File: src/ts_store_params.svh
// offsets, field positions, reset values and slot codes of the timestamp sample store
`ifndef TS_STORE_PARAMS_SVH
`define TS_STORE_PARAMS_SVH

`define OFS_S5_PHASE    12'h58C
`define OFS_S6_NS       12'h590
`define OFS_S6_SEC      12'h594
`define OFS_S6_PHASE    12'h598
`define OFS_S7_NS       12'h59C
`define OFS_S7_SEC      12'h5A0
`define OFS_UNIT_INDEX  12'h5FC

`define EDGE_BIT        30
`define NS_MSB          29
`define UNIT_PTR_BIT    8
`define UNIT_PTR_LANE   1

`define SLOT_CODE_0NS   3'h0
`define SLOT_CODE_8NS   3'h1
`define SLOT_CODE_16NS  3'h2
`define SLOT_CODE_24NS  3'h3
`define SLOT_CODE_32NS  3'h4

`define RST_NS          30'h0000_0000
`define RST_SEC         32'h0000_0000
`define RST_CODE        3'h0
`define RST_UNIT_PTR    1'h0

`define RESP_OKAY       2'h0
`define RESP_SLVERR     2'h2

`endif

File: src/ts_store_pkg.sv
// types shared by the timestamp sample store
package ts_store_pkg;

	localparam int UNITS = 2;

	typedef struct packed {
		logic        valid;
		logic        unit;
		logic        rising;
		logic [29:0] ns;
		logic [31:0] sec;
		logic [2:0]  slot_idx;
	} capture_t;

	typedef struct packed {
		logic [UNITS-1:0]       rising;
		logic [UNITS-1:0][29:0] ns;
		logic [UNITS-1:0][31:0] sec;
		logic [2:0]             code;
	} slot_state_t;

	typedef struct packed {
		logic        aw_got;
		logic        w_got;
		logic [11:0] addr;
		logic [31:0] data;
		logic [3:0]  strb;
		logic        bvalid;
		logic [1:0]  bresp;
	} wr_state_t;

	typedef enum logic {
		RD_IDLE,
		RD_RESP
	} rd_phase_t;

	typedef struct packed {
		rd_phase_t   phase;
		logic [31:0] rdata;
		logic [1:0]  rresp;
		logic        unit_ptr;
	} top_state_t;

endpackage : ts_store_pkg

File: src/axil_write_sink.sv
// AXI4-Lite write channel slave: takes address and data in either order
`include "ts_store_params.svh"
module axil_write_sink
	import ts_store_pkg::*;
(
	// clock and reset
	input  wire logic        aclk,
	input  wire logic        aresetn,
	// write address
	input  wire logic        awvalid,
	output logic             awready,
	input  wire logic [11:0] awaddr,
	// write data
	input  wire logic        wvalid,
	output logic             wready,
	input  wire logic [31:0] wdata,
	input  wire logic [3:0]  wstrb,
	// write response
	output logic             bvalid,
	input  wire logic        bready,
	output logic [1:0]       bresp,
	// decoded write toward the register file
	output logic             wr_fire,
	output logic [11:0]      wr_addr,
	output logic [31:0]      wr_data,
	output logic [3:0]       wr_strb,
	input  wire logic        wr_err
);

	wr_state_t s_q;
	wr_state_t s_d;
	logic      aw_take;
	logic      w_take;
	logic      aw_have;
	logic      w_have;

	assign awready = !s_q.aw_got && !s_q.bvalid;
	assign wready  = !s_q.w_got && !s_q.bvalid;
	assign bvalid  = s_q.bvalid;
	assign bresp   = s_q.bresp;
	// halves taken now or held from earlier; no loop through s_d
	assign aw_take = awvalid && awready;
	assign w_take  = wvalid && wready;
	assign aw_have = s_q.aw_got || aw_take;
	assign w_have  = s_q.w_got || w_take;
	assign wr_addr = aw_take ? awaddr : s_q.addr;
	assign wr_data = w_take ? wdata : s_q.data;
	assign wr_strb = w_take ? wstrb : s_q.strb;
	assign wr_fire = aw_have && w_have && !s_q.bvalid;

	always_comb begin
		s_d = s_q;
		if (aw_take) begin
			s_d.aw_got = 1'b1;
			s_d.addr   = awaddr;
		end
		if (w_take) begin
			s_d.w_got = 1'b1;
			s_d.data  = wdata;
			s_d.strb  = wstrb;
		end
		if (wr_fire) begin
			s_d.aw_got = 1'b0;
			s_d.w_got  = 1'b0;
			s_d.bvalid = 1'b1;
			s_d.bresp  = wr_err ? `RESP_SLVERR : `RESP_OKAY;
		end else if (s_q.bvalid && bready) begin
			s_d.bvalid = 1'b0;
		end
	end

	always_ff @(posedge aclk) begin
		if (!aresetn) begin
			s_q <= '0;
		end else begin
			s_q <= s_d;
		end
	end

endmodule : axil_write_sink

File: src/event_timestamp_sample_store.sv
// readback store for the fifth to seventh event timestamp samples
//
// The implementer's own choice: the AXI4-Lite interface to the registers.
`include "ts_store_params.svh"
module event_timestamp_sample_store
	import ts_store_pkg::*;
#(
	parameter int SAMPLES = 3
) (
	// clock and reset
	input  wire logic        aclk,
	input  wire logic        aresetn,

	// write address channel
	input  wire logic        awvalid,
	output logic             awready,
	input  wire logic [11:0] awaddr,

	// write data channel
	input  wire logic        wvalid,
	output logic             wready,
	input  wire logic [31:0] wdata,
	input  wire logic [3:0]  wstrb,

	// write response channel
	output logic             bvalid,
	input  wire logic        bready,
	output logic [1:0]       bresp,

	// read address channel
	input  wire logic        arvalid,
	output logic             arready,
	input  wire logic [11:0] araddr,

	// read data channel
	output logic             rvalid,
	input  wire logic        rready,
	output logic [31:0]      rdata,
	output logic [1:0]       rresp,

	// captures from the engine, fifth, sixth, seventh
	input  wire capture_t    cap_in [SAMPLES],

	// current unit pointer
	output logic             unit_ptr
);

	// register state
	top_state_t s_q;
	top_state_t s_d;

	// write side decode
	logic        wr_fire;
	logic [11:0] wr_addr;
	logic [31:0] wr_data;
	logic [3:0]  wr_strb;
	logic        wr_err;
	logic        wr_ptr_hit;

	// readback words per sample
	logic [31:0] ns_w    [SAMPLES];
	logic [31:0] sec_w   [SAMPLES];
	logic [31:0] phase_w [SAMPLES];

	// read decode result
	logic        rd_hit;
	logic [31:0] rd_word;

	// one storage slot per sample; the fifth keeps phase only
	for (genvar g = 0; g < SAMPLES; g++) begin : g_slot
		sample_slot #(
			.HAS_TIME (g != 0)
		) u_slot (
			.aclk       (aclk),
			.aresetn    (aresetn),
			.cap        (cap_in[g]),
			.sel_unit   (s_q.unit_ptr),
			.ns_word    (ns_w[g]),
			.sec_word   (sec_w[g]),
			.phase_word (phase_w[g])
		);
	end

	// write channel
	axil_write_sink u_wr (
		.aclk    (aclk),
		.aresetn (aresetn),
		.awvalid (awvalid),
		.awready (awready),
		.awaddr  (awaddr),
		.wvalid  (wvalid),
		.wready  (wready),
		.wdata   (wdata),
		.wstrb   (wstrb),
		.bvalid  (bvalid),
		.bready  (bready),
		.bresp   (bresp),
		.wr_fire (wr_fire),
		.wr_addr (wr_addr),
		.wr_data (wr_data),
		.wr_strb (wr_strb),
		.wr_err  (wr_err)
	);

	// true when the word address matches a sample register
	function automatic logic is_sample(input logic [11:0] a);
		logic [9:0] w;
		w = a[11:2];
		is_sample = (w == `OFS_S5_PHASE >> 2)
			|| (w == `OFS_S6_NS >> 2)
			|| (w == `OFS_S6_SEC >> 2)
			|| (w == `OFS_S6_PHASE >> 2)
			|| (w == `OFS_S7_NS >> 2)
			|| (w == `OFS_S7_SEC >> 2);
	endfunction : is_sample

	// write decode: only the unit pointer takes data
	always_comb begin
		wr_ptr_hit = (wr_addr[11:2] == `OFS_UNIT_INDEX >> 2);
		wr_err     = !wr_ptr_hit && !is_sample(wr_addr);
	end

	// read decode
	always_comb begin
		rd_hit  = 1'b1;
		rd_word = 32'h0000_0000;
		case (araddr[11:2])
			`OFS_S5_PHASE >> 2: begin
				rd_word = phase_w[0];
			end
			`OFS_S6_NS >> 2: begin
				rd_word = ns_w[1];
			end
			`OFS_S6_SEC >> 2: begin
				rd_word = sec_w[1];
			end
			`OFS_S6_PHASE >> 2: begin
				rd_word = phase_w[1];
			end
			`OFS_S7_NS >> 2: begin
				rd_word = ns_w[2];
			end
			`OFS_S7_SEC >> 2: begin
				rd_word = sec_w[2];
			end
			`OFS_UNIT_INDEX >> 2: begin
				rd_word[`UNIT_PTR_BIT] = s_q.unit_ptr;
			end
			default: begin
				rd_hit = 1'b0;
			end
		endcase
	end

	// handshake outputs
	assign arready  = (s_q.phase == RD_IDLE);
	assign rvalid   = (s_q.phase == RD_RESP);
	assign rdata    = s_q.rdata;
	assign rresp    = s_q.rresp;
	assign unit_ptr = s_q.unit_ptr;

	// next state
	always_comb begin
		s_d = s_q;
		case (s_q.phase)
			RD_IDLE: begin
				if (arvalid) begin
					s_d.phase = RD_RESP;
					s_d.rdata = rd_word;
					s_d.rresp = rd_hit ? `RESP_OKAY : `RESP_SLVERR;
				end
			end
			RD_RESP: begin
				if (rready) begin
					s_d.phase = RD_IDLE;
				end
			end
			default: begin
				s_d.phase = RD_IDLE;
			end
		endcase
		// unit pointer write; sample writes fall through untouched
		if (wr_fire && wr_ptr_hit && wr_strb[`UNIT_PTR_LANE]) begin
			s_d.unit_ptr = wr_data[`UNIT_PTR_BIT];
		end
	end

	always_ff @(posedge aclk) begin
		if (!aresetn) begin
			s_q.phase    <= RD_IDLE;
			s_q.rdata    <= 32'h0000_0000;
			s_q.rresp    <= `RESP_OKAY;
			s_q.unit_ptr <= `RST_UNIT_PTR;
		end else begin
			s_q <= s_d;
		end
	end

endmodule : event_timestamp_sample_store

File: src/sample_slot.sv
// storage of one captured sample; edge, ns and sec banked per timestamp unit, slot code shared
`include "ts_store_params.svh"
module sample_slot
	import ts_store_pkg::*;
#(
	parameter bit HAS_TIME = 1'b1
) (
	// clock and reset
	input  wire logic        aclk,
	input  wire logic        aresetn,
	// capture from the engine
	input  wire capture_t    cap,
	// bank select
	input  wire logic        sel_unit,
	// readback words
	output logic [31:0]      ns_word,
	output logic [31:0]      sec_word,
	output logic [31:0]      phase_word
);

	slot_state_t s_q;
	slot_state_t s_d;

	always_comb begin
		s_d = s_q;
		if (cap.valid) begin
			if (HAS_TIME) begin
				s_d.rising[cap.unit] = cap.rising;
				s_d.ns[cap.unit]     = cap.ns;
				s_d.sec[cap.unit]    = cap.sec;
			end
			case (cap.slot_idx)
				3'h0: s_d.code = `SLOT_CODE_0NS;
				3'h1: s_d.code = `SLOT_CODE_8NS;
				3'h2: s_d.code = `SLOT_CODE_16NS;
				3'h3: s_d.code = `SLOT_CODE_24NS;
				3'h4: s_d.code = `SLOT_CODE_32NS;
				default: s_d.code = s_q.code;
			endcase
		end
	end

	always_ff @(posedge aclk) begin
		if (!aresetn) begin
			for (int u = 0; u < UNITS; u++) begin
				s_q.rising[u] <= 1'b0;
				s_q.ns[u]     <= `RST_NS;
				s_q.sec[u]    <= `RST_SEC;
			end
			s_q.code <= `RST_CODE;
		end else begin
			s_q <= s_d;
		end
	end

	// bank chosen by unit pointer
	assign ns_word    = {1'b0, s_q.rising[sel_unit], s_q.ns[sel_unit]};
	assign sec_word   = s_q.sec[sel_unit];
	assign phase_word = {29'h0000_0000, s_q.code};

endmodule : sample_slot

File: config.mk
export PLATFORM = sky130hd
export DESIGN_NAME = event_timestamp_sample_store
export DESIGN_NICKNAME = d
export VERILOG_FILES = /design/src/ts_store_pkg.sv /design/src/axil_write_sink.sv /design/src/event_timestamp_sample_store.sv /design/src/sample_slot.sv
export VERILOG_INCLUDE_DIRS = /design/src
export SDC_FILE = /design/constraint.sdc
export NUM_CORES = 1
export LEC_CHECK = 0
export BUFFER_PORTS_ARGS = -buffer_cell sky130_fd_sc_hd__buf_2
export CORE_ASPECT_RATIO = 2
export CORE_MARGIN = 4
export CORE_UTILIZATION = 59
export CTS_CLUSTER_DIAMETER = 120
export CTS_CLUSTER_SIZE = 14
export DETAILED_ROUTE_END_ITERATION = 7
export HOLD_SLACK_MARGIN = 0.08
export PLACE_DENSITY = 0.95
export SLEW_MARGIN = 25
export SYNTH_ARGS = -nofsm -noshare
export SYNTH_HDL_FRONTEND = slang
export SYNTH_SLANG_ARGS = --single-unit
File: constraint.sdc
create_clock -name aclk -period 3.9 [get_ports aclk]
set_input_delay 0.195 -clock aclk [delete_from_list [all_inputs] [get_ports aclk]]
set_output_delay 0.195 -clock aclk [all_outputs]
set_load 0.05 [all_outputs]
Yosys cells after proc, flatten, opt, wreduce, memory -nomap -nowiden
Index checks and enable logic that the tools add are counted.
- output and inout port bits: 42
- flip-flop bits (word level): 322
- input bits: 271
- word-level logic and storage cells: 133
- order comparisons: 5
- multiplexer cells: 46
- equal/unequal tests: 22
- bitwise logic cells: 2
- reduce and logical (&&, ||, !) cells: 34
- operators by type and width (cell ; count):
    $mux W32 ; 6
    $mux W30 ; 6
    $eq A10 B9 Y1 const B ; 14
    $bwmux W64 ; 2
    $bwmux W60 ; 2
    $pmux W23 S4 ; 1
    $demux W32 S1 ; 2
    $demux W30 S1 ; 2
    $pmux W8 S6 ; 1
    $mux W35 ; 1
    $pmux W3 S5 ; 2
    $eq A3 B2 Y1 const B ; 4
    $logic_and A1 B1 Y1 ; 12
    $mux W12 ; 1
    $mux W1 ; 10
    $reduce_bool A5 Y1 ; 2
    $mux W9 ; 1
    $logic_or A1 B1 Y1 ; 7
    $reduce_or A7 Y1 ; 1
    $eq A3 B1 Y1 const B ; 2
    $eq A3 B3 Y1 const B ; 2
    $logic_not A3 Y1 ; 2
    $lt A1 B2 Y1 const B ; 3
    $mux W2 ; 3
    other kinds (10) ; 20

Depth between registers and ports, before layout
- word-level depth: 13
- depth in mapped cells: 7
- mapped depth without buffers: 5

Modules after synthesis
Synthesis repeated with hierarchy kept, for this count alone.
- cell total of the unflattened synthesis: 1882
- area, all modules: 18961.9 um^2
- by module, submodules not included (module ; cells each ; times used ; seq. area each (um^2) ; area each (um^2)):
    sample_slot at g_slot[1].u_slot ... ; 667 ; 2 ; 2582.5 ; 6670.1
    event_timestamp_sample_store ; 262 ; 1 ; 700.7 ; 2591.2
    axil_write_sink ; 177 ; 1 ; 1041.0 ; 2174.6
    sample_slot at g_slot[0].u_slot ; 109 ; 1 ; 60.1 ; 855.8

Least setup slack after synthesis
OpenSTA, ideal clock, no wires.
- path type: reg-to-reg
- start: register u_wr.s_q (netlist bit u_wr.bvalid)
- end: register, netlist name unit_ptr
- setup slack: 1579 ps
- stages on the path, launching flop included: 6
- clock period less this slack: 2321 ps
- setup time: 121 ps
- required time: 3779 ps
- arrival time: 2200 ps
- buffers on the path: 0
- cells stage by stage: dfxtp_1 > nor2_1 > and2_1 > mux2i_1 > nand3b_1 > mux2_2
- cells in the longest elaborated chain, start to end: 8
- elaborated cells on any way between the ends: 15
- classes of those cells: eq/ne (1); mux (3); reduce/logical (11)
- ends and longest elaborated chain (what ; RTL line ; RTL):
    start, declared ; axil_write_sink.sv:30 ; wr_state_t s_q;
    start signal, assigned ; axil_write_sink.sv:74 ; s_q <= '0;
    start signal, assigned ; axil_write_sink.sv:76 ; s_q <= s_d;
    $logic_not A1 Y1 (*) ; axil_write_sink.sv:38 ; assign wready = !s_q.w_got && !s_q.bvalid;
    $logic_and A1 B1 Y1 (*) ; axil_write_sink.sv:38 ;
    named net wready ; event_timestamp_sample_store.sv:21 ; output logic wready,
    $logic_and A1 B1 Y1 (*) ; axil_write_sink.sv:43 ; assign w_take = wvalid && wready;
    $logic_or A1 B1 Y1 ; axil_write_sink.sv:45 ; assign w_have = s_q.w_got || w_take;
    $logic_and A1 B1 Y1 (2 in series) ; axil_write_sink.sv:49 ; assign wr_fire = aw_have && w_have && !s_q.bvalid;
    $logic_and A1 B1 Y1 (2 in series) ; event_timestamp_sample_store.sv:183 ; if (wr_fire && wr_ptr_hit && wr_strb[`UNIT_PTR_LANE]) begin
Mark *: on every way through the listed nets, which the timed path passes. The rest lies on a longest branch.
A chain may end at the register's enable or synchronous reset.

Final worst setup path
- start: register, netlist name unit_ptr
- end: register, netlist name rdata[9]
- cells in the longest elaborated chain, start to end: 3
- elaborated cells on any way between the ends: 9
- classes of those cells: mux (9)
- ends and longest elaborated chain (what ; RTL line ; RTL):
    $mux W32 (not written as such) or $mux W30 (tied branches) (2 in series) ; sample_slot.sv:58, sample_slot.sv:57 ;
    $pmux W23 S4 (*) ; event_timestamp_sample_store.sv:127 ; case (araddr[11:2])
Mark *: on every way between the ends. The rest lies on a longest branch, timed or not. The select of a mux whose other input is x is not followed.

==> results_dict.tcl <==
set metrics [dict create \
    stdcell_count 2193 \
    cp.arrival_ns 2.83 \
    yosys.area.top_type_share 0.4486 \
    fillerInstances 1601 \
    cts_setup_buffers 0 \
    synth_ff_type "dfxtp_1" \
    switching_share 0.2572 \
    synth_most_common_cell "nand2_1" \
    grt_max_degree 141 \
    drv_cap 0 \
    place_inst 2006 \
    cts_sinks 309 \
    drive_above_1_share 0.1485 \
    synth_top_cells_by_count "nand2_1 (556), dfxtp_1 (309), a21boi_0 (256), mux2i_1 (106), clkbuf_1 (78)" \
    min_path_cells 4 \
    syn2layout_area_growth_pct 23.06 \
    num_rows 78 \
    final_nets 2181 \
    core_area_mm2 0.02284 \
    fin_skew_ns 0.01796 \
    reg2reg_from "unit_ptr" \
    fmaxAchievable_mhz 411.9 \
    crit_path_max_incr_delay_ns 0.83 \
    reg2reg_slack_ns 1.47 \
    p_comb_frac 0.127 \
    h-tree-depth 1 \
    first_iter_violations 1237 \
    syn_area_mm2 0.01379 \
    antenna_found_initial 2 \
    clock_latency_ns 0.54 \
    worstSetupPathType "register to register" \
    initial_utilization 0.6039 \
    slew_headroom 0.3464 \
    drc 0 \
    hold_end "u_wr.s_q[51]" \
    power_frac_clock 0.358 \
    synth_warnings 0 \
    outcome "complete, no violations" \
    pin_count 313 \
    seqPwrFrac 0.515 \
    setup_viol 0 \
    ys_seq_area_frac 0.4486 \
    gp_congestion 0.8902 \
    synth_area_per_cell_um2 8.450 \
    setup.worst_path.start_class "register" \
    worstMarginPinSlew_ns 0.9784 \
    wl_per_cell_um 20.59 \
    p_switching_mw 1.688 \
    ys_types 55 \
    grt_pass1_wl_mm 68.56 \
    firstDrtPassIters 7 \
    design_area_mm2 0.01697 \
    worstPathRequired_ns 4.31 \
    maxSlewViolCount 0 \
    routed_wl_mm 45.14 \
    cp_cell_sequence "buf_4 -> mux2i_1 -> o22ai_1 -> a22oi_1 -> o21ai_1" \
    min_path_type "primary input to register" \
    synthTopCellsByArea "dfxtp_1 (45%), nand2_1 (15%), a21boi_0 (14%)" \
    hold_viol 0 \
    clk_pin_slew_ns 0.07 \
    async_flop_share 0 \
    postSynthCellCount 1632 \
    dpl.hpwl_mm 28.17 \
    viasPerCell 6.073 \
    ys_seq_elements 309 \
    utilization 0.7432 \
    path_max_fanout 37 \
    die_h_um 224.2 \
    period_needed_ns 2.428 \
    die-area_mm2 0.02603 \
    r2r_cells 5 \
    fin_crit_sh 0.6225 \
    synth_top_area_cell "dfxtp_1" \
    max-clock-path-buffers 3 \
    cp_slowest_cell "dfxtp_4" \
    place_area_mm2 0.01468 \
    internal-power_mw 4.874 \
    setup_tns_ns 0 \
    grt_pass1_vias 13300 \
    ant_nets 0 \
    power.leakage_nw 6.159 \
    grt.overflow.total 0 \
    worstHoldStart "wvalid" \
    synth_edf_count 0 \
    worstSetupEndpointType "register" \
    peakVddDrop_mv 0.4239 \
    cts_buffers 26 \
    vias 13320 \
    r2r_end "rdata[9]" \
    cts_root_buf "clkbuf_16" \
    tritoncts "yes" \
    rsz0062_at_grt "false" \
    grt_usage 0.3360 \
    powerDensity_mw_per_mm2 386.7 \
    port_buffers 205 \
    die_width_um 116.1 \
]
## area by class of cell
type / count / area, um2 / area share
diodes: 1 / 2.502 / 0.0001474
inverters: 4 / 15.01 / 0.0008847
well taps: 280 / 350.3 / 0.02064
clock buffers: 29 / 683.2 / 0.04025
clock inverters: 1 / 16.27 / 0.0009584
multi-input cells: 1190 / 6955 / 0.4098
repair buffers: 379 / 2759 / 0.1626
flip-flops and latches: 309 / 6190 / 0.3647
## registers in the layout (all words and copies together) (netlist names)
signal	cells
rvalid	1
g_slot.u_slot.phase_word	6
unit_ptr	1
rresp	1
g_slot.u_slot.s_q	252
rdata	32
u_wr.bvalid	1
u_wr.bresp	1
u_wr.s_q	14
## cell families (layout without fill, tap and decap cells)
group | count (synthesis) | count (layout) | synth area share
simple gates | 652 | 652 | 0.1952
other cells | 1 | 3 | 0.0002719
buf+inv | 134 | 413 | 0.04999
mux | 119 | 119 | 0.09517
compound gates | 417 | 417 | 0.2108
flops | 309 | 309 | 0.4486
## what timing repair did
action                                 4_1_cts  5_1_grt
resized for setup                            0        0
endpoints found under the hold margin      272        0
hold buffers                               155        0
## power by group through the flow
stage	clock network, mW	registers, mW	logic (mW)
floorplan	0	3.45	0.391
global placement	0	3.43	0.635
detailed placement	0	3.44	0.659
CTS	2.36	3.37	0.793
global route	2.47	3.39	0.892
finish	2.35	3.38	0.833
## per-layer routing
layer  GRT usage  share of wire
met1      0.3393           0.32
met2      0.5734           0.49
met3     0.05304          0.074
met4      0.3084           0.11
met5           0        0.00031
## through the flow
| step | hold slack (ns) | setup slack, ns | total power [mW] |
|---|---|---|---|
| floorplan | 0.3298 | 1.579 | 3.845 |
| detailed placement | 0.4471 | 1.527 | 4.104 |
| CTS | 0.09826 | 1.506 | 6.528 |
| finish | 0.1297 | 1.472 | 6.562 |
| global placement | 0.4397 | 1.597 | 4.069 |
| global route | 0.1303 | 1.341 | 6.757 |
## worst max-delay path by stage
stage	startpoint	end	slack (ns)	depth (start not counted)
2_1_floorplan	u_wr.bvalid	unit_ptr	1.58	5
5_1_grt	u_wr.s_q[52]	unit_ptr	1.34	5
3_5_place_dp	unit_ptr	rdata[9]	1.53	5
4_1_cts	unit_ptr	rdata[1]	1.51	6
6_report	unit_ptr	rdata[9]	1.47	5
3_3_place_gp	unit_ptr	rdata[9]	1.60	5
## worst max-delay path, delay by kind of cell (launching register included)
family	cells	cell delay, ns
buffers and inverters	1	0.48
AOI/OAI and AO/OA	3	0.48
DFF	1	0.83
muxes	1	0.45
## cells in the final DEF (no fill, tap or decap), drive strengths merged, types with 25 or more instances in the layout
cell type,synthesis,routed
dfxtp,309,309
mux2i,106,106
a22oi,27,27
nand2,557,557
o22ai,45,45
o21ai,55,55
clkbuf,79,29
nand3,25,25
a21boi,266,266
buf,51,224
dlygate4sd3,0,155
Note: power is estimated with default switching activity, not from simulation.
